==> config.mk <==
export PLATFORM = sky130hd
export DESIGN_NAME = tv_pixel_input_port
export DESIGN_NICKNAME = d
export VERILOG_FILES = /design/src/verilog/tv_pix_pkg.sv /design/src/verilog/tv_pixel_input_port.sv
export SDC_FILE = /design/constraint.sdc
export NUM_CORES = 1
export LEC_CHECK = 0
export ABC_AREA = 1
export BUFFER_PORTS_ARGS = -buffer_cell sky130_fd_sc_hd__buf_2
export CAP_MARGIN = 20
export CORE_MARGIN = 10
export CORE_UTILIZATION = 40
export CTS_BUF_LIST = sky130_fd_sc_hd__clkbuf_2
export DETAILED_ROUTE_END_ITERATION = 10
export GPL_TIMING_DRIVEN = 1
export HOLD_SLACK_MARGIN = 0.02
export PLACE_DENSITY = 0.66
export SYNTH_ARGS = -nofsm -noshare
export SYNTH_HDL_FRONTEND = slang
export SYNTH_SLANG_ARGS = --single-unit
==> constraint.sdc <==
create_clock -name clk -period 2.8 [get_ports clk]
set_clock_uncertainty 0.05 [all_clocks]
set_input_delay 0.14 -clock clk [delete_from_list [all_inputs] [get_ports clk]]
set_output_delay 0.14 -clock clk [all_outputs]
set_load 0.02 [all_outputs]
==> src/verilog/tv_pix_pkg.sv <==
// Constants, types and helpers for the pixel input port.
// Summary of operation
// - Buses 8/12/16 multiplexed, 16 non-multiplexed.
// - RGB 15/16/24 or YCrCb, any scan.
// - 8-bit: RGB16/15 two bytes, YCrCb Cb-Y-Cr-Y.
// - 8-bit RGB24 takes three bytes per pixel.
// - RGB24 over two 12- or 16-bit words.
// - Master: reference clock out, capture clock in.
// - Capture rate equals data; reference 1X/2X/3X.
// - Loop-back timing only adjusted by clock inversion.
// - Slave: no reference clock driven out.
// - 1X multiplexed capture uses both clock edges.
// - Requested pixel clock never above 100MHz.
// - Syncs may be generated inside the device.
// - Embedded sync allowed for codes 1, 9.
// - Hsync leading edge starts each line.
// - Active after offset times multiplex rate.
// - Codes 0, 3 decode 5-6-5, 5-5-5 words.
// - 16-bit YCrCb: Y high byte, C low.
// - Cb then Cr, paired with Cb's luma.
// - Non-multiplexed offset counts from hsync trailing.
// - Code 1 reference starts in Cb slot.
// - Status bits: 6 field, 5 vblank, 4 EAV.
// - Status bits 7 and 3..0 ignored.
// - Code 6 three words, 9 four, 0 and 3 one, others two.
package tv_pix_pkg;

    // --------
    // Timing
    // --------
    localparam int CLK_HZ        = 10_000_000;
    localparam int CLK_NS        = 1_000_000_000 / CLK_HZ;
    localparam int LIMIT_HZ      = 100_000_000;
    localparam int PIX_PERIOD_NS = 2400;
    localparam int PIX_CYCLES    = PIX_PERIOD_NS / CLK_NS;

    // --------
    // Codes and fields
    // --------
    localparam logic [3:0] FMT_565    = 4'h0;
    localparam logic [3:0] FMT_YCC16  = 4'h1;
    localparam logic [3:0] FMT_RGB2X  = 4'h2;
    localparam logic [3:0] FMT_555    = 4'h3;
    localparam logic [3:0] FMT_12C    = 4'h4;
    localparam logic [3:0] FMT_12I    = 4'h5;
    localparam logic [3:0] FMT_888X3  = 4'h6;
    localparam logic [3:0] FMT_565X2  = 4'h7;
    localparam logic [3:0] FMT_555X2  = 4'h8;
    localparam logic [3:0] FMT_YCC8   = 4'h9;
    localparam logic [1:0] MULT_1X    = 2'h1;
    localparam logic [1:0] MULT_3X    = 2'h3;
    localparam logic [15:0] TRS_WORD  = 16'h00ff;
    localparam logic [7:0] BYTE_ONES  = 8'hff;
    localparam logic [7:0] BYTE_ZERO  = 8'h00;
    localparam int ST_F = 6;
    localparam int ST_V = 5;
    localparam int ST_H = 4;
    localparam logic [13:0] GEN_HS_WIDTH = 14'h0010;
    localparam logic [10:0] GEN_VS_LINES = 11'h003;

    // --------
    // Types
    // --------
    typedef struct packed {
        logic        clk;
        logic        hs;
        logic        vs;
        logic [15:0] d;
    } link_s;

    typedef struct packed {
        logic        master;
        logic [1:0]  mult;
        logic        invert;
        logic [3:0]  fmt;
        logic        sync_gen;
        logic        embedded;
        logic [11:0] offset;
        logic [11:0] line_total;
        logic [10:0] frame_total;
    } cfg_s;

    typedef struct packed {
        logic [7:0] c0;
        logic [7:0] c1;
        logic [7:0] c2;
        logic [7:0] c3;
        logic       ycc;
    } pixel_s;

    // --------
    // Helpers
    // --------
    function automatic logic [1:0] mux_rate(input logic [3:0] f);
        if (f == FMT_888X3) return 2'h3;
        if (f == FMT_565 || f == FMT_555 || f == FMT_YCC16) return 2'h1;
        return 2'h2;
    endfunction : mux_rate

    function automatic logic [2:0] group_words(input logic [3:0] f);
        if (f == FMT_YCC8) return 3'h4;
        if (f == FMT_YCC16) return 3'h2;
        return {1'b0, mux_rate(f)};
    endfunction : group_words

    function automatic logic [4:0] ref_half(input logic [1:0] m);
        logic [1:0] k;
        k = (m == 2'h0) ? MULT_1X : m;
        return 5'(PIX_CYCLES / (2 * int'(k)));
    endfunction : ref_half

endpackage : tv_pix_pkg

==> src/verilog/tv_pixel_input_port.sv <==
// Pixel input port: capture, demultiplex, sync handling.
`timescale 1ns/1ns
module tv_pixel_input_port (
    // Clock and reset
    input  wire logic               clk,
    input  wire logic               resetn,
    // Link from the graphics controller
    input  wire logic               capture_clock_in,
    input  wire logic               hsync_in,
    input  wire logic               vsync_in,
    input  wire logic [15:0]        pixel_word,
    // Configuration
    input  wire tv_pix_pkg::cfg_s   cfg,
    // Clock and sync towards the controller
    output logic                    ref_clock_out,
    output logic                    hsync_out,
    output logic                    vsync_out,
    output logic                    sync_out_en,
    // Pixels out
    output tv_pix_pkg::pixel_s      pixel,
    output logic                    pixel_valid,
    output logic                    line_start,
    output logic                    field,
    output logic                    vblank,
    // Status
    output logic                    format_error,
    output logic                    clock_limit_error
);

    typedef enum logic [3:0] {
        TRS_IDLE = 4'h1,
        TRS_Z1   = 4'h2,
        TRS_Z2   = 4'h4,
        TRS_STAT = 4'h8
    } trs_e;

    // --------
    // Synchronisers
    // --------
    tv_pix_pkg::link_s s1_q, s2_q;
    logic              clk_prev_q, hs_prev_q;

    always_ff @(posedge clk or negedge resetn) begin
        if (!resetn) begin
            s1_q <= '0;
            s2_q <= '0;
        end else begin
            s1_q <= {capture_clock_in, hsync_in, vsync_in, pixel_word};
            s2_q <= s1_q;
        end
    end

    // Inversion is the only skew adjustment for a looped-back clock.
    logic clk_lvl;
    assign clk_lvl = s2_q.clk ^ cfg.invert;

    always_ff @(posedge clk or negedge resetn) begin
        if (!resetn) begin
            clk_prev_q <= 1'b0;
            hs_prev_q  <= 1'b0;
        end else begin
            clk_prev_q <= clk_lvl;
            hs_prev_q  <= s2_q.hs;
        end
    end

    // --------
    // Capture events
    // --------
    logic       is_mux, both_edges, cap_evt, hs_lead, hs_trail;
    logic [1:0] rate;
    logic [2:0] gwords;
    logic       ycc_fmt, emb_ok;

    assign rate    = tv_pix_pkg::mux_rate(cfg.fmt);
    assign gwords  = tv_pix_pkg::group_words(cfg.fmt);
    assign is_mux  = (rate != 2'h1);
    assign both_edges = is_mux && (cfg.mult == tv_pix_pkg::MULT_1X
                                   || cfg.mult == 2'h0);
    // One word per capture edge, so the word rate follows the clock.
    assign cap_evt = (clk_lvl & ~clk_prev_q)
                   | (both_edges & ~clk_lvl & clk_prev_q);
    assign hs_lead  = s2_q.hs & ~hs_prev_q;
    assign hs_trail = ~s2_q.hs & hs_prev_q;
    assign ycc_fmt  = (cfg.fmt == tv_pix_pkg::FMT_YCC16)
                   || (cfg.fmt == tv_pix_pkg::FMT_YCC8);
    assign emb_ok   = cfg.embedded && ycc_fmt;

    // --------
    // Reference clock
    // --------
    logic [4:0] ref_cnt_q;

    always_ff @(posedge clk or negedge resetn) begin
        if (!resetn) begin
            ref_cnt_q     <= '0;
            ref_clock_out <= 1'b0;
        end else if (!cfg.master) begin
            ref_cnt_q     <= '0;
            ref_clock_out <= 1'b0;
        end else if (ref_cnt_q >= tv_pix_pkg::ref_half(cfg.mult) - 5'h1) begin
            ref_cnt_q     <= '0;
            ref_clock_out <= ~ref_clock_out;
        end else begin
            ref_cnt_q <= ref_cnt_q + 5'h1;
        end
    end

    // The divider cannot pass the limit here, but the flag keeps a
    // faster system clock honest.
    always_ff @(posedge clk or negedge resetn) begin
        if (!resetn) begin
            clock_limit_error <= 1'b0;
        end else begin
            clock_limit_error <= cfg.master && (tv_pix_pkg::CLK_HZ
                / (2 * int'(tv_pix_pkg::ref_half(cfg.mult)))
                > tv_pix_pkg::LIMIT_HZ);
        end
    end

    always_ff @(posedge clk or negedge resetn) begin
        if (!resetn) begin
            format_error <= 1'b0;
        end else begin
            format_error <= (cfg.fmt > tv_pix_pkg::FMT_YCC8)
                         || (cfg.embedded && !ycc_fmt);
        end
    end

    // --------
    // Sync generator
    // --------
    logic [13:0] gen_h_q;
    logic [10:0] gen_v_q;
    logic [13:0] line_words;
    logic        gen_start;

    assign line_words = 14'(cfg.line_total * rate);
    assign gen_start  = cfg.sync_gen && cap_evt && (gen_h_q == '0);

    always_ff @(posedge clk or negedge resetn) begin
        if (!resetn) begin
            gen_h_q <= '0;
            gen_v_q <= '0;
        end else if (!cfg.sync_gen) begin
            gen_h_q <= '0;
            gen_v_q <= '0;
        end else if (cap_evt) begin
            if (gen_h_q >= line_words - 14'h1) begin
                gen_h_q <= '0;
                if (gen_v_q >= cfg.frame_total - 11'h1) gen_v_q <= '0;
                else gen_v_q <= gen_v_q + 11'h1;
            end else begin
                gen_h_q <= gen_h_q + 14'h1;
            end
        end
    end

    always_ff @(posedge clk or negedge resetn) begin
        if (!resetn) begin
            hsync_out   <= 1'b0;
            vsync_out   <= 1'b0;
            sync_out_en <= 1'b0;
        end else begin
            hsync_out   <= cfg.sync_gen && gen_h_q
                        < 14'(tv_pix_pkg::GEN_HS_WIDTH * rate);
            vsync_out   <= cfg.sync_gen
                        && gen_v_q < tv_pix_pkg::GEN_VS_LINES;
            sync_out_en <= cfg.sync_gen;
        end
    end

    // --------
    // Embedded timing reference
    // --------
    trs_e       trs_q;
    logic [2:0] ph_q;
    logic       ref_done, sav_hit, eav_hit, trs_open;
    logic [7:0] cur_b, stat;

    assign cur_b = s2_q.d[7:0];
    assign stat  = (cfg.fmt == tv_pix_pkg::FMT_YCC16) ? s2_q.d[15:8]
                                                       : cur_b;
    // A reference opens in a Cb slot for code 1, in a Cb or Cr slot for code 9.
    assign trs_open = (cfg.fmt == tv_pix_pkg::FMT_YCC16)
                    ? (s2_q.d == tv_pix_pkg::TRS_WORD && ph_q == 3'h0)
                    : (cur_b == tv_pix_pkg::BYTE_ONES && !ph_q[0]);
    // Only F, V and H are looked at.
    assign ref_done = emb_ok && cap_evt && (trs_q == TRS_STAT)
                   && (cfg.fmt == tv_pix_pkg::FMT_YCC8
                       || cur_b == tv_pix_pkg::BYTE_ZERO);
    assign eav_hit  = ref_done && stat[tv_pix_pkg::ST_H];
    assign sav_hit  = ref_done && !stat[tv_pix_pkg::ST_H];

    always_ff @(posedge clk or negedge resetn) begin
        if (!resetn) begin
            trs_q <= TRS_IDLE;
        end else if (!emb_ok) begin
            trs_q <= TRS_IDLE;
        end else if (cap_evt) begin
            unique case (trs_q)
                TRS_IDLE: if (trs_open)
                    trs_q <= (cfg.fmt == tv_pix_pkg::FMT_YCC16)
                             ? TRS_STAT : TRS_Z1;
                TRS_Z1: trs_q <= (cur_b == tv_pix_pkg::BYTE_ZERO)
                                 ? TRS_Z2 : TRS_IDLE;
                TRS_Z2: trs_q <= (cur_b == tv_pix_pkg::BYTE_ZERO)
                                 ? TRS_STAT : TRS_IDLE;
                TRS_STAT: trs_q <= TRS_IDLE;
                default: trs_q <= TRS_IDLE;
            endcase
        end
    end

    always_ff @(posedge clk or negedge resetn) begin
        if (!resetn) begin
            field  <= 1'b0;
            vblank <= 1'b0;
        end else if (ref_done) begin
            field  <= stat[tv_pix_pkg::ST_F];
            vblank <= stat[tv_pix_pkg::ST_V];
        end else if (!emb_ok) begin
            field  <= 1'b0;
            vblank <= cfg.sync_gen ? vsync_out : s2_q.vs;
        end
    end

    // --------
    // Line start and active window
    // --------
    logic        start_line, start_ref, active_q, active_now, word_in;
    logic [13:0] since_q, delay;

    assign start_line = emb_ok ? eav_hit
                      : (cfg.sync_gen ? gen_start : hs_lead);
    assign start_ref  = is_mux ? start_line
                      : (cfg.sync_gen ? gen_start
                         : (emb_ok ? 1'b0 : hs_trail));
    assign delay      = 14'(cfg.offset * rate);
    assign active_now = active_q || (!emb_ok && since_q == delay);
    assign word_in    = cap_evt && active_now && (trs_q == TRS_IDLE)
                     && !(emb_ok && (!active_q || trs_open));

    always_ff @(posedge clk or negedge resetn) begin
        if (!resetn) begin
            since_q  <= '0;
            active_q <= 1'b0;
        end else if (emb_ok) begin
            since_q <= '0;
            if (sav_hit) active_q <= 1'b1;
            else if (eav_hit) active_q <= 1'b0;
        end else if (start_ref) begin
            since_q  <= '0;
            active_q <= 1'b0;
        end else if (cap_evt && !active_q) begin
            since_q <= since_q + 14'h1;
            if (since_q == delay) active_q <= 1'b1;
        end
    end

    always_ff @(posedge clk or negedge resetn) begin
        if (!resetn) line_start <= 1'b0;
        else line_start <= start_line;
    end

    // --------
    // Word grouping
    // --------
    logic [15:0] hold_q [0:2];
    logic        last_word;

    assign last_word = (ph_q == gwords - 3'h1);

    always_ff @(posedge clk or negedge resetn) begin
        if (!resetn) begin
            ph_q <= '0;
            hold_q <= '{default: '0};
        end else if (start_ref || sav_hit || (emb_ok && eav_hit)) begin
            ph_q <= '0;
        end else if (word_in) begin
            if (last_word) ph_q <= '0;
            else begin
                hold_q[ph_q[1:0]] <= s2_q.d;
                ph_q <= ph_q + 3'h1;
            end
        end
    end

    // --------
    // Pixel decode
    // --------
    tv_pix_pkg::pixel_s px_d;
    logic [15:0] d, h0, h1, h2;

    assign d  = s2_q.d;
    assign h0 = hold_q[0];
    assign h1 = hold_q[1];
    assign h2 = hold_q[2];

    always_comb begin
        px_d = '0;
        unique case (cfg.fmt)
            tv_pix_pkg::FMT_565: begin
                px_d.c0 = {d[15:11], 3'h0};
                px_d.c1 = {d[10:5], 2'h0};
                px_d.c2 = {d[4:0], 3'h0};
            end
            tv_pix_pkg::FMT_555: begin
                px_d.c0 = {d[14:10], 3'h0};
                px_d.c1 = {d[9:5], 3'h0};
                px_d.c2 = {d[4:0], 3'h0};
            end
            tv_pix_pkg::FMT_YCC16: begin
                px_d.c0  = h0[15:8];
                px_d.c1  = h0[7:0];
                px_d.c2  = d[7:0];
                px_d.c3  = d[15:8];
                px_d.ycc = 1'b1;
            end
            tv_pix_pkg::FMT_YCC8: begin
                px_d.c0  = h1[7:0];
                px_d.c1  = h0[7:0];
                px_d.c2  = h2[7:0];
                px_d.c3  = d[7:0];
                px_d.ycc = 1'b1;
            end
            tv_pix_pkg::FMT_565X2: begin
                px_d.c0 = {d[7:3], 3'h0};
                px_d.c1 = {d[2:0], h0[7:5], 2'h0};
                px_d.c2 = {h0[4:0], 3'h0};
            end
            tv_pix_pkg::FMT_555X2: begin
                px_d.c0 = {d[6:2], 3'h0};
                px_d.c1 = {d[1:0], h0[7:5], 3'h0};
                px_d.c2 = {h0[4:0], 3'h0};
            end
            tv_pix_pkg::FMT_888X3: begin
                px_d.c0 = d[7:0];
                px_d.c1 = h1[7:0];
                px_d.c2 = h0[7:0];
            end
            tv_pix_pkg::FMT_12C: begin
                px_d.c0 = d[11:4];
                px_d.c1 = {d[3:0], h0[11:8]};
                px_d.c2 = h0[7:0];
            end
            tv_pix_pkg::FMT_12I: begin
                px_d.c0 = {d[11:7], d[3:1]};
                px_d.c1 = {d[6:4], h0[11:9], d[0], h0[3]};
                px_d.c2 = {h0[8:4], h0[2:0]};
            end
            tv_pix_pkg::FMT_RGB2X: begin
                px_d.c0 = d[7:0];
                px_d.c1 = h0[15:8];
                px_d.c2 = h0[7:0];
            end
            default: px_d = '0;
        endcase
    end

    // Interlace needs nothing extra: each field is a run of lines.
    always_ff @(posedge clk or negedge resetn) begin
        if (!resetn) begin
            pixel       <= '0;
            pixel_valid <= 1'b0;
        end else begin
            pixel_valid <= word_in && last_word && !format_error;
            if (word_in && last_word) pixel <= px_d;
        end
    end

endmodule : tv_pixel_input_port
==> results of run 1 <==
[synth_stat cells, types with 5 or more instances]
cell and instances:
dfrtp_1 166, o211ai_1 7, a221oi_1 21, nand4_1 66
o21a_1 6, ha_1 77, nor2_1 113, o21ai_0 65
nand3_1 60, xnor2_1 16, o2111ai_1 9, buf_2 9
clkbuf_1 24, a21oi_1 45, nor3b_1 5, o21ai_1 26
inv_2 12, o22ai_1 21, nor4_1 8, inv_1 186
xor2_1 27, nand2_1 387, nor3_1 26
[power by group through the flow]
stage / clock network [mW] / logic, mW / registers [mW]
CTS: 1.45 / 2.95 / 3.18
finish: 1.40 / 3.23 / 3.22
global placement: 0 / 2.57 / 3.22
global route: 1.56 / 3.56 / 3.26
detailed placement: 0 / 2.61 / 3.23
floorplan: 0 / 1.50 / 3.29
[layout make-up]
type                            count  area [um^2]  share of cell area [%]
Antenna cell                        1         2.50                  0.0165
Clock buffer                       17         85.1                   0.560
Clock inverter                     15          195                    1.28
Inverter                          200          778                    5.12
Multi-Input combinational cell   1042         6510                    42.8
Sequential cell                   167         4180                    27.5
Tap cell                          341          427                    2.81
Timing Repair Buffer              359         3010                    19.8
Timing Repair inverter              1         7.51                  0.0494
[registers in the layout, indices dropped and copies added (netlist names), 3 cells and up]
signal	flops
gen_v_q	11
ref_cnt_q	5
s1_q	19
s2_q	3
trs_q	4
d	16
ph_q	3
pixel	33
h0	16
h1	8
gen_h_q	14
h2	8
since_q	14
[logic make-up (layout without fill, tap and decap cells)]
group                      Yosys count  in the layout  share of synthesized area, %
DFF                                167            167                          38.1
other                                2              5                        0.0685
adders and majority gates           79             79                          9.15
and+or+nand+nor                    698            699                          28.4
xor gates and xnor gates            43             43                          3.43
buffers and inverters              244            592                          8.86
AOI/OAI and AO/OA                  217            217                          12.0
[cells in the final DEF (no fill, tap or decap), types with 5 or more instances in the layout]
cell type | netlist | layout
nand2_2 | 4 | 59
clkinv_8 | 0 | 6
o21a_1 | 6 | 6
a221oi_1 | 21 | 21
ha_4 | 0 | 9
a21oi_1 | 45 | 38
dfrtp_1 | 166 | 166
nand4_1 | 66 | 66
buf_4 | 4 | 144
buf_2 | 9 | 103
dlygate4sd3_1 | 0 | 68
o22ai_1 | 21 | 21
clkbuf_16 | 0 | 6
inv_2 | 12 | 17
inv_8 | 0 | 5
nor2_4 | 4 | 9
buf_6 | 4 | 20
o211ai_1 | 7 | 7
nor2_2 | 4 | 9
buf_12 | 0 | 15
o21ai_1 | 26 | 41
nor2_1 | 113 | 103
a21oi_2 | 0 | 7
nor3_1 | 26 | 20
xor2_1 | 27 | 27
clkbuf_2 | 0 | 17
nand2_1 | 387 | 311
nand3_1 | 60 | 58
inv_1 | 186 | 175
o2111ai_1 | 9 | 9
xnor2_1 | 16 | 16
nand2_4 | 4 | 22
o21ai_2 | 1 | 11
ha_1 | 77 | 67
nor4_1 | 8 | 8
o21ai_0 | 65 | 39
[worst paths after layout]
kind	start	endpoint	slack, ns	cells after the start
max	cfg[38]	gen_h_q[11]	-0.46	30
max reg2reg	d[3]	h0[11]	0	11
max in group asynchronous	resetn	pixel[31]	2.01	4
min in group asynchronous	resetn	ref_clock_out	0.33	4
min reg2reg	s1_q[16]	s2_q[16]	0.33	0
min	cfg[40]	format_error	0.10	4
[routing by layer]
metal	GRT usage [%]	wire, um	share of wire, %
met1	25.9	15200	44
met2	31.1	15800	46
met3	3.55	2500	7.3
met4	5.51	719	2.1
met5	0	0	0
[timing repair]
item                                    4_1_cts  5_1_grt
endpoints found under the setup margin       94       95
pin swaps                                    37       53
resized for setup                            67      146
buffers inserted                             35       12
hold buffers                                 69        0
endpoints found under the hold margin       233        0
cloned                                        4        8
[worst max-delay path: cells and delay by family]
kind                     cells  cell delay, ns
AO/OA/AOI/OAI                5            0.71
XOR/XNOR                     1            0.18
adder cells (fa/ha/maj)      4            1.05
buffers and inverters        4            0.46
AND/OR/NAND/NOR             16            1.44
==> flow_summary.ini, run 1 <==
[finish]
areaGrowthSynthToFinish_pct = 38.5
stdcell_count = 2143
post_route_cells_drive_above_1_share_pct = 28.2
nFillCells = 2423
post-route-cell-area_mm2 = 0.0152
fin_nets = 1933
post-route-util_pct = 56.4

[power]
swShare_pct = 42.3
combPwrFrac_pct = 41.2
switchingPower_mw = 3.33
clkPwrFrac_pct = 17.9
p_seq_share_pct = 41.0
ir_worst_vdd_uv = 252
internal_power_mw = 4.53
powerDensity_mw_per_mm2 = 517
power.total_mw = 7.85
p_leak_nw = 7.86

[cts]
numCtsBuffers = 17
htreeDepth = 4
cts_tree = done
cts_buffer_depth = 2
root_buffer = clkbuf_2
clock_sinks = 167
cts.clk_slew.worst_paths_ns = 0.30
clock_latency_ns = 0.81

[setup_path]
worstPathMaxFanout = 7
slowest_stage = fa_2
setup.worst_path.start_class = input port
crit_required_ns = 3.50
end_kind = flop
criticalPathCategory = input port to flop
cp.arrival_ns = 3.97
crit_top_cell = nand2_2
max_stage_delay_ns = 0.35

[grt]
grt_overflow = 0
grt_pass1_wl_mm = 54.2
grt_pass1_vias = 10900
grt_start_max_net_pins = 60
antenna_found_initial = 1
grt_usage_pct = 19.3

[run_status]
outcome = complete, but fails checks
failed_checks = setup timing

[logic_synthesis]
yosysSeqAreaShare_pct = 38.1
synth.avg_cell_area_um2 = 7.57
ys_warn_count = 0
ys_async_sr_fraction_pct = 100
yosys.area.top_type_share_pct = 37.9
netlist_instances = 1450
synth-seq-cells = 167
synth_flop_cell = dfrtp_1
ys_types = 56
ys_top_cells_by_area = dfrtp_1, nand2_1, ha_1, inv_1, nor2_1
syn-cell-area_mm2 = 0.0110
synth_enable_flop_cells = 0
synth.largest_area_cell = dfrtp_1

[place]
postPlaceCellArea_mm2 = 0.0129
port-buffer-count = 108
gp_congestion = 0.969
pre_cts_ws_ns = -1.35
dpl.cell_count = 1991
dpl.hpwl_mm = 24.3

[die]
io_pins = 109
die_x_um = 186
num_rows = 60
initial_core_util_pct = 40.7
dieHeight_um = 186
core-area_mm2 = 0.0270
die-area_mm2 = 0.0344

[sta]
hold_viol_final = 0
worst_slack_ns = -0.465
worst_slew_pin_slew_ns = 0.864
relSlewSlack_pct = 42.3
fin_crit_sh_pct = 117
fmax_mhz = 306
whs_ns = 0.102
finalSetupViolCount = 94
rsz0062_at_grt = true
period_needed_ns = 3.26
slew_violations = 0
fin_setup_tns_ns = -28.25

[hold_path]
min_path_type = input port to flop

[route]
routed_via_density = 5.23
drc = 0
wl_per_cell_um = 16.0
drt-initial-drc-count = 888
vias = 11200
wl_mm = 34.3
ant_nets = 0
drt-pass1-iter-count = 6

[run]
drv_cap = 0
No activity file was read; power rests on OpenSTA's default activity.
==> run 2, diff against run 1 <==
- ABC_AREA: 1 -> not set
==> run 2 against run 1 <==
Net effect: the flow still finishes with violations (setup timing); setup slack worse by 0.33 ns; combinational power decreased by 40%; wire length decreased by 9.5%; core utilization shrank 2.0 points; die area shrank 2.1%; cell area decreased by 6.2%; synthesized area down 2.4%; power down 26%; synthesized cell count is 23% lower; register-to-register slack worse by 0.43 ns; maximum frequency shrank 9.2%; cell count shrank 17%; critical path type unchanged.
==> flow_summary.ini, run 2 <==
[run_status]
outcome = complete, but fails checks
failed_checks = setup timing

[sta]
worst_slack_ns = -0.794
hold_viol_final = 0
slew_violations = 0
rsz0062_at_grt = true
worst_slew_pin_slew_ns = 1.09
fin_crit_sh_pct = 128
relSlewSlack_pct = 26.7
whs_ns = 0.0873
finalSetupViolCount = 94
period_needed_ns = 3.59
fin_setup_tns_ns = -61.57
fmax_mhz = 278

[grt]
grt_overflow = 0
grt_start_max_net_pins = 55
antenna_found_initial = 1
grt_pass1_wl_mm = 50.2
grt_usage_pct = 18.2
grt_pass1_vias = 9731

[setup_path]
worstPathMaxFanout = 4
r2r_slack_ns = -0.43
r2r-start = ph_q[0]
reg2regPathDepth = 13
rr_endpoint = pixel[6]
crit_required_ns = 3.41
end_kind = flop
criticalPathCategory = input port to flop
setup.worst_path.start_class = input port
cp.arrival_ns = 4.21

[cts]
root_buffer = clkbuf_2
cts_buffer_depth = 2
cts_tree = done
clock_sinks = 167
cts.clk_slew.worst_paths_ns = 0.25
numCtsBuffers = 17
clock_latency_ns = 0.74
htreeDepth = 4

[power]
p_seq_share_pct = 45.9
clkPwrFrac_pct = 20.9
ir_worst_vdd_uv = 295
swShare_pct = 34.6
p_leak_nw = 6.88
internal_power_mw = 3.80
switchingPower_mw = 2.02
combPwrFrac_pct = 33.2
powerDensity_mw_per_mm2 = 408
power.total_mw = 5.82

[hold_path]
min_path_type = input port to flop
hold_end = pixel[27]
holdPathStages = 5
hp-start = cfg[39]

[finish]
ff_latch_area_mm2 = 0.00418
nFillCells = 2317
multi_input_area_mm2 = 0.00646
post-route-cell-area_mm2 = 0.0142
areaGrowthSynthToFinish_pct = 33.1
layout_common_cells = dfrtp_1, buf_4, buf_2, nand2_1, nor2_1
final_common_cell = dfrtp_1
reg_top3 = pixel (33), s1_q (19)
stdcell_count = 1783
regMostFlops = pixel
fin_nets = 1579
largest_register_ffs = 33
post_route_cells_drive_above_1_share_pct = 31.4

[logic_synthesis]
ys_warn_count = 0
synth.largest_area_cell = dfrtp_1
ys_types = 75
ys_top_cells_by_area = dfrtp_1, ha_1, mux2_2, nand2_1, xor2_1
synth.avg_cell_area_um2 = 9.57
yosys-top-cells-count = dfrtp_1, nand2_1, ha_1, nor2_1
syn-cell-area_mm2 = 0.0107
yosysSeqAreaShare_pct = 39.0
synth-seq-cells = 167
yosysMostFrequentCell = dfrtp_1
yosys.area.top_type_share_pct = 38.8
synth_flop_cell = dfrtp_1
synth_enable_flop_cells = 0
netlist_instances = 1119
ys_async_sr_fraction_pct = 100

[place]
postPlaceCellArea_mm2 = 0.0128
dpl.hpwl_mm = 22.1
gp_congestion = 0.904
port-buffer-count = 108
dpl.cell_count = 1666

[die]
io_pins = 109
core-area_mm2 = 0.0262
num_rows = 59
die-area_mm2 = 0.0337
dieHeight_um = 184
initial_core_util_pct = 40.8
die_x_um = 184

[route]
wl_per_cell_um = 17.4
drc = 0
wl_mm = 31.0
routed_via_density = 5.52
drt-pass1-iter-count = 7
vias = 9840
drt-initial-drc-count = 843
ant_nets = 0

[run]
drv_cap = 0
run 2: how the worst max path moves through the flow:
stage / start / end / slack, ns / depth (start not counted)
6_report: cfg[39] / gen_h_q[4] / -0.79 / 25
4_1_cts: cfg[39] / gen_v_q[7] / -0.71 / 26
3_3_place_gp: cfg[39] / gen_v_q[6] / -1.79 / 23
2_1_floorplan: cfg[38] / gen_v_q[6] / -1.58 / 26
5_1_grt: cfg[39] / gen_v_q[5] / -0.97 / 25
3_5_place_dp: cfg[39] / gen_h_q[4] / -1.90 / 23
run 2: through the flow:
step,worst slack [ns],util (%)
CTS,-0.708,53.4
global route,-0.968,54.4
global placement,-1.79,48.8
finish,-0.794,54.4
detailed placement,-1.90,48.8
floorplan,-1.58,-
run 2: area by class of cell:
class / instances / area share, %
Multi-Input combinational cell: 845 / 45.3
Sequential cell: 167 / 29.3
Timing Repair Buffer: 347 / 19.4
Tap cell: 335 / 2.94
Inverter: 56 / 1.48
Clock inverter: 13 / 0.843
Clock buffer: 19 / 0.668
Antenna cell: 1 / 0.0176
run 2: worst max-delay path: stages:
cell	delay, ns
buf_8	0.10
or2_4	0.25
mux2i_4	0.21
buf_12	0.15
nand2_4	0.05
ha_4	0.25
inv_2	0.04
ha_4	0.15
fa_2	0.35
a21o_1	0.17
a21oi_2	0.14
nor2b_1	0.06
o21a_1	0.21
o22ai_2	0.13
inv_1	0.07
a21oi_2	0.13
xor2_1	0.19
ha_1	0.27
nor2b_2	0.18
a2111oi_4	0.38
o21ai_4	0.14
buf_4	0.17
a21oi_1	0.12
o21ai_0	0.09
o31ai_1	0.07
run 2: what timing repair did:
action	CTS	global route
hold endpoints to repair	220	0
setup endpoints to repair	95	96
gates resized for setup	54	26
pin swaps	20	17
hold buffers	54	0
setup buffers	15	11
cloned	3	2
run 2: logic make-up (layout without fill, tap and decap cells):
logic type / count (synthesis) / after routing / synth area share [%]
AND/OR/NAND/NOR: 362 / 363 / 17.6
adder cells (fa/ha/maj): 79 / 79 / 9.37
buffers and inverters: 110 / 435 / 4.25
XOR/XNOR: 67 / 67 / 5.48
multiplexers: 79 / 79 / 8.16
AO/OA/AOI/OAI: 253 / 253 / 16.0
flip-flops: 167 / 167 / 39.0
other: 2 / 5 / 0.0702
run 2: layer usage:
| metal | vias to the layer above | global-route usage (%) | share of wire [%] |
|---|---|---|---|
| met5 | - | 0 | 0 |
| met2 | 380 | 29.3 | 46 |
| met4 | 0 | 5.38 | 2.7 |
| li1 | 4699 | - | - |
| met3 | 60 | 3.50 | 6.7 |
| met1 | 4701 | 24.2 | 45 |
run 2: power by group through the flow:
| stage | Sequential (mW) | Clock [mW] | Combinational, mW |
|---|---|---|---|
| 4_1_cts | 2.67 | 1.24 | 1.85 |
| 6_report | 2.67 | 1.22 | 1.93 |
| 2_1_floorplan | 2.71 | 0 | 0.982 |
| 3_3_place_gp | 2.71 | 0 | 1.65 |
| 3_5_place_dp | 2.71 | 0 | 1.68 |
| 5_1_grt | 2.69 | 1.36 | 2.14 |
==> run 3, diff against run 2 <==
- GPL_TIMING_DRIVEN: 1 -> not set
- REMOVE_ABC_BUFFERS: not set -> 1
==> run 3 against run 2 <==
Net effect: the run still ends with setup timing left; wire length rose by 3.2%; global-route usage is 0.86 points higher; critical path depth rose by 2; register-to-register slack gained 0.11 ns; maximum frequency about the same; sequential cell count unchanged; via count shrank 0.42%; setup slack got worse by 0.00072 ns; highest routed layer unchanged.
==> flow_summary.ini, run 3 (same netlist as run 2, synthesis figures left out) <==
[grt]
grt_start_max_net_pins = 68
grt_overflow = 0
grt_pass1_wl_mm = 52.0
grt_pass1_vias = 9989
antenna_found_initial = 1
grt_usage_pct = 19.0

[sta]
hold_viol_final = 0
fin_crit_sh_pct = 128
worst_slew_pin_slew_ns = 0.762
rsz0062_at_grt = true
slew_violations = 0
fin_setup_tns_ns = -57.60
finalSetupViolCount = 94
relSlewSlack_pct = 49.0
period_needed_ns = 3.59
worst_slack_ns = -0.795
fmax_mhz = 278

[place]
pre_cts_ws_ns = -2.33
dpl.hpwl_mm = 21.7
gp_congestion = 0.888
port-buffer-count = 108
dpl.cell_count = 1668

[route]
drt-initial-drc-count = 825
routed_via_density = 5.50
wl_mm = 32.0
ant_nets = 0
drt-pass1-iter-count = 5
vias = 9799
drc = 0
wl_per_cell_um = 18.0

[setup_path]
worstPathMaxFanout = 7
setup.worst_path.start_class = input port
crit_required_ns = 3.38
criticalPathCategory = input port to flop
cp.arrival_ns = 4.18
end_kind = flop

[die]
die_x_um = 184
num_rows = 59
core-area_mm2 = 0.0262
die-area_mm2 = 0.0337
dieHeight_um = 184
io_pins = 109
initial_core_util_pct = 40.8

[cts]
htreeDepth = 4
clock_latency_ns = 0.76
root_buffer = clkbuf_2
cts_tree = done
cts_buffer_depth = 2
clock_sinks = 167
numCtsBuffers = 17
cts.clk_slew.worst_paths_ns = 0.25

[finish]
layout_common_cells = dfrtp_1, buf_4, buf_2, nand2_1, nor2_1
fin_nets = 1578
reg_top3 = pixel (33), s1_q (19)
largest_register_ffs = 33
post-route-util_pct = 55.5
post_route_cells_drive_above_1_share_pct = 32.9
stdcell_count = 1782
regMostFlops = pixel
areaGrowthSynthToFinish_pct = 35.8
final_common_cell = dfrtp_1

[power]
powerDensity_mw_per_mm2 = 406
ir_worst_vdd_uv = 236
p_leak_nw = 6.97

[run_status]
failed_checks = setup timing
outcome = complete, but fails checks

[hold_path]
min_path_type = input port to flop

[run]
drv_cap = 0
## run 3: changes by cell type in the layout (fill, tap and decap cells not counted), moves of 4 or more
cell,previous run,this run
ha_1,72,68
dlygate4sd3_1,53,48
buf_6,14,19
mux2_2,56,1
mux2_1,10,0
ha_2,1,5
buf_16,1,6
mux2_4,0,65
## run 3: path summary, 6_finish.rpt
kind	end	cells after the start	start	slack [ns]
min in group asynchronous	h0[2]	4	resetn	0.42
worst min register to register	d[3]	0	s1_q[3]	0.31
worst max-delay path	gen_v_q[6]	27	cfg[39]	-0.79
worst max register to register	pixel[6]	13	ph_q[0]	-0.32
worst min-delay path	pixel[24]	5	cfg[40]	0.09
max in group asynchronous	pixel[6]	4	resetn	1.86
## run 3: report_power, final
| part | switching (mW) | internal (mW) |
|---|---|---|
| Clock | 0.918 | 0.433 |
| Sequential | 0.126 | 2.54 |
| Combinational | 0.991 | 0.901 |
| Total | 2.04 | 3.87 |
## run 3: worst max-delay path: stages
cell and delay [ns]:
buf_6 0.09, or2_4 0.25, mux2i_4 0.23, nand2_1 0.11, ha_1 0.29, inv_1 0.04, ha_2 0.18, fa_2 0.34
a21o_1 0.17, a21oi_2 0.14, nor2b_1 0.06, o21a_1 0.19, o22ai_2 0.17, o21ai_2 0.09, buf_4 0.15, nor2_2 0.10
xor2_1 0.17, ha_2 0.21, nor3_2 0.05, nand2_2 0.10, buf_6 0.10, nor2_2 0.03, a21oi_2 0.15, nand3_2 0.17
buf_6 0.18, a21oi_1 0.14, o22ai_1 0.10
## run 3: final cells by class
cell class,count,area (um^2)
Antenna cell,1,2.50
Clock buffer,17,85.1
Clock inverter,15,163
Fill cell,2234,11700
Inverter,56,210
Multi-Input combinational cell,845,6710
Sequential cell,167,4180
Tap cell,335,419
Timing Repair Buffer,346,2770
## run 3: per-layer routing
| layer | routed length (um) | part of all wire [%] | up-vias | global-route usage, % |
|---|---|---|---|---|
| li1 | - | - | 4673 | - |
| met1 | 13900 | 43 | 4702 | 24.6 |
| met2 | 14800 | 46 | 360 | 30.2 |
| met3 | 2250 | 7.0 | 64 | 4.29 |
| met4 | 1080 | 3.4 | 0 | 7.80 |
| met5 | 0 | 0 | - | 0 |
## run 3: repair_timing
action,CTS,global route
endpoints found under the setup margin,95,98
gates resized for setup,159,31
cloned,9,0
setup buffers,22,3
pin swaps,23,18
hold buffers,49,0
hold endpoints to repair,219,0
## run 3: through the flow
stage	total power [mW]	cell area, um^2	hold slack, ns
5_1_grt	6.29	14500	0.0288
6_report	5.91	14500	0.0893
3_5_place_dp	4.32	12700	0.158
2_1_floorplan	3.60	10500	-0.206
4_1_cts	5.88	14400	0.0419
3_3_place_gp	4.29	12700	0.144
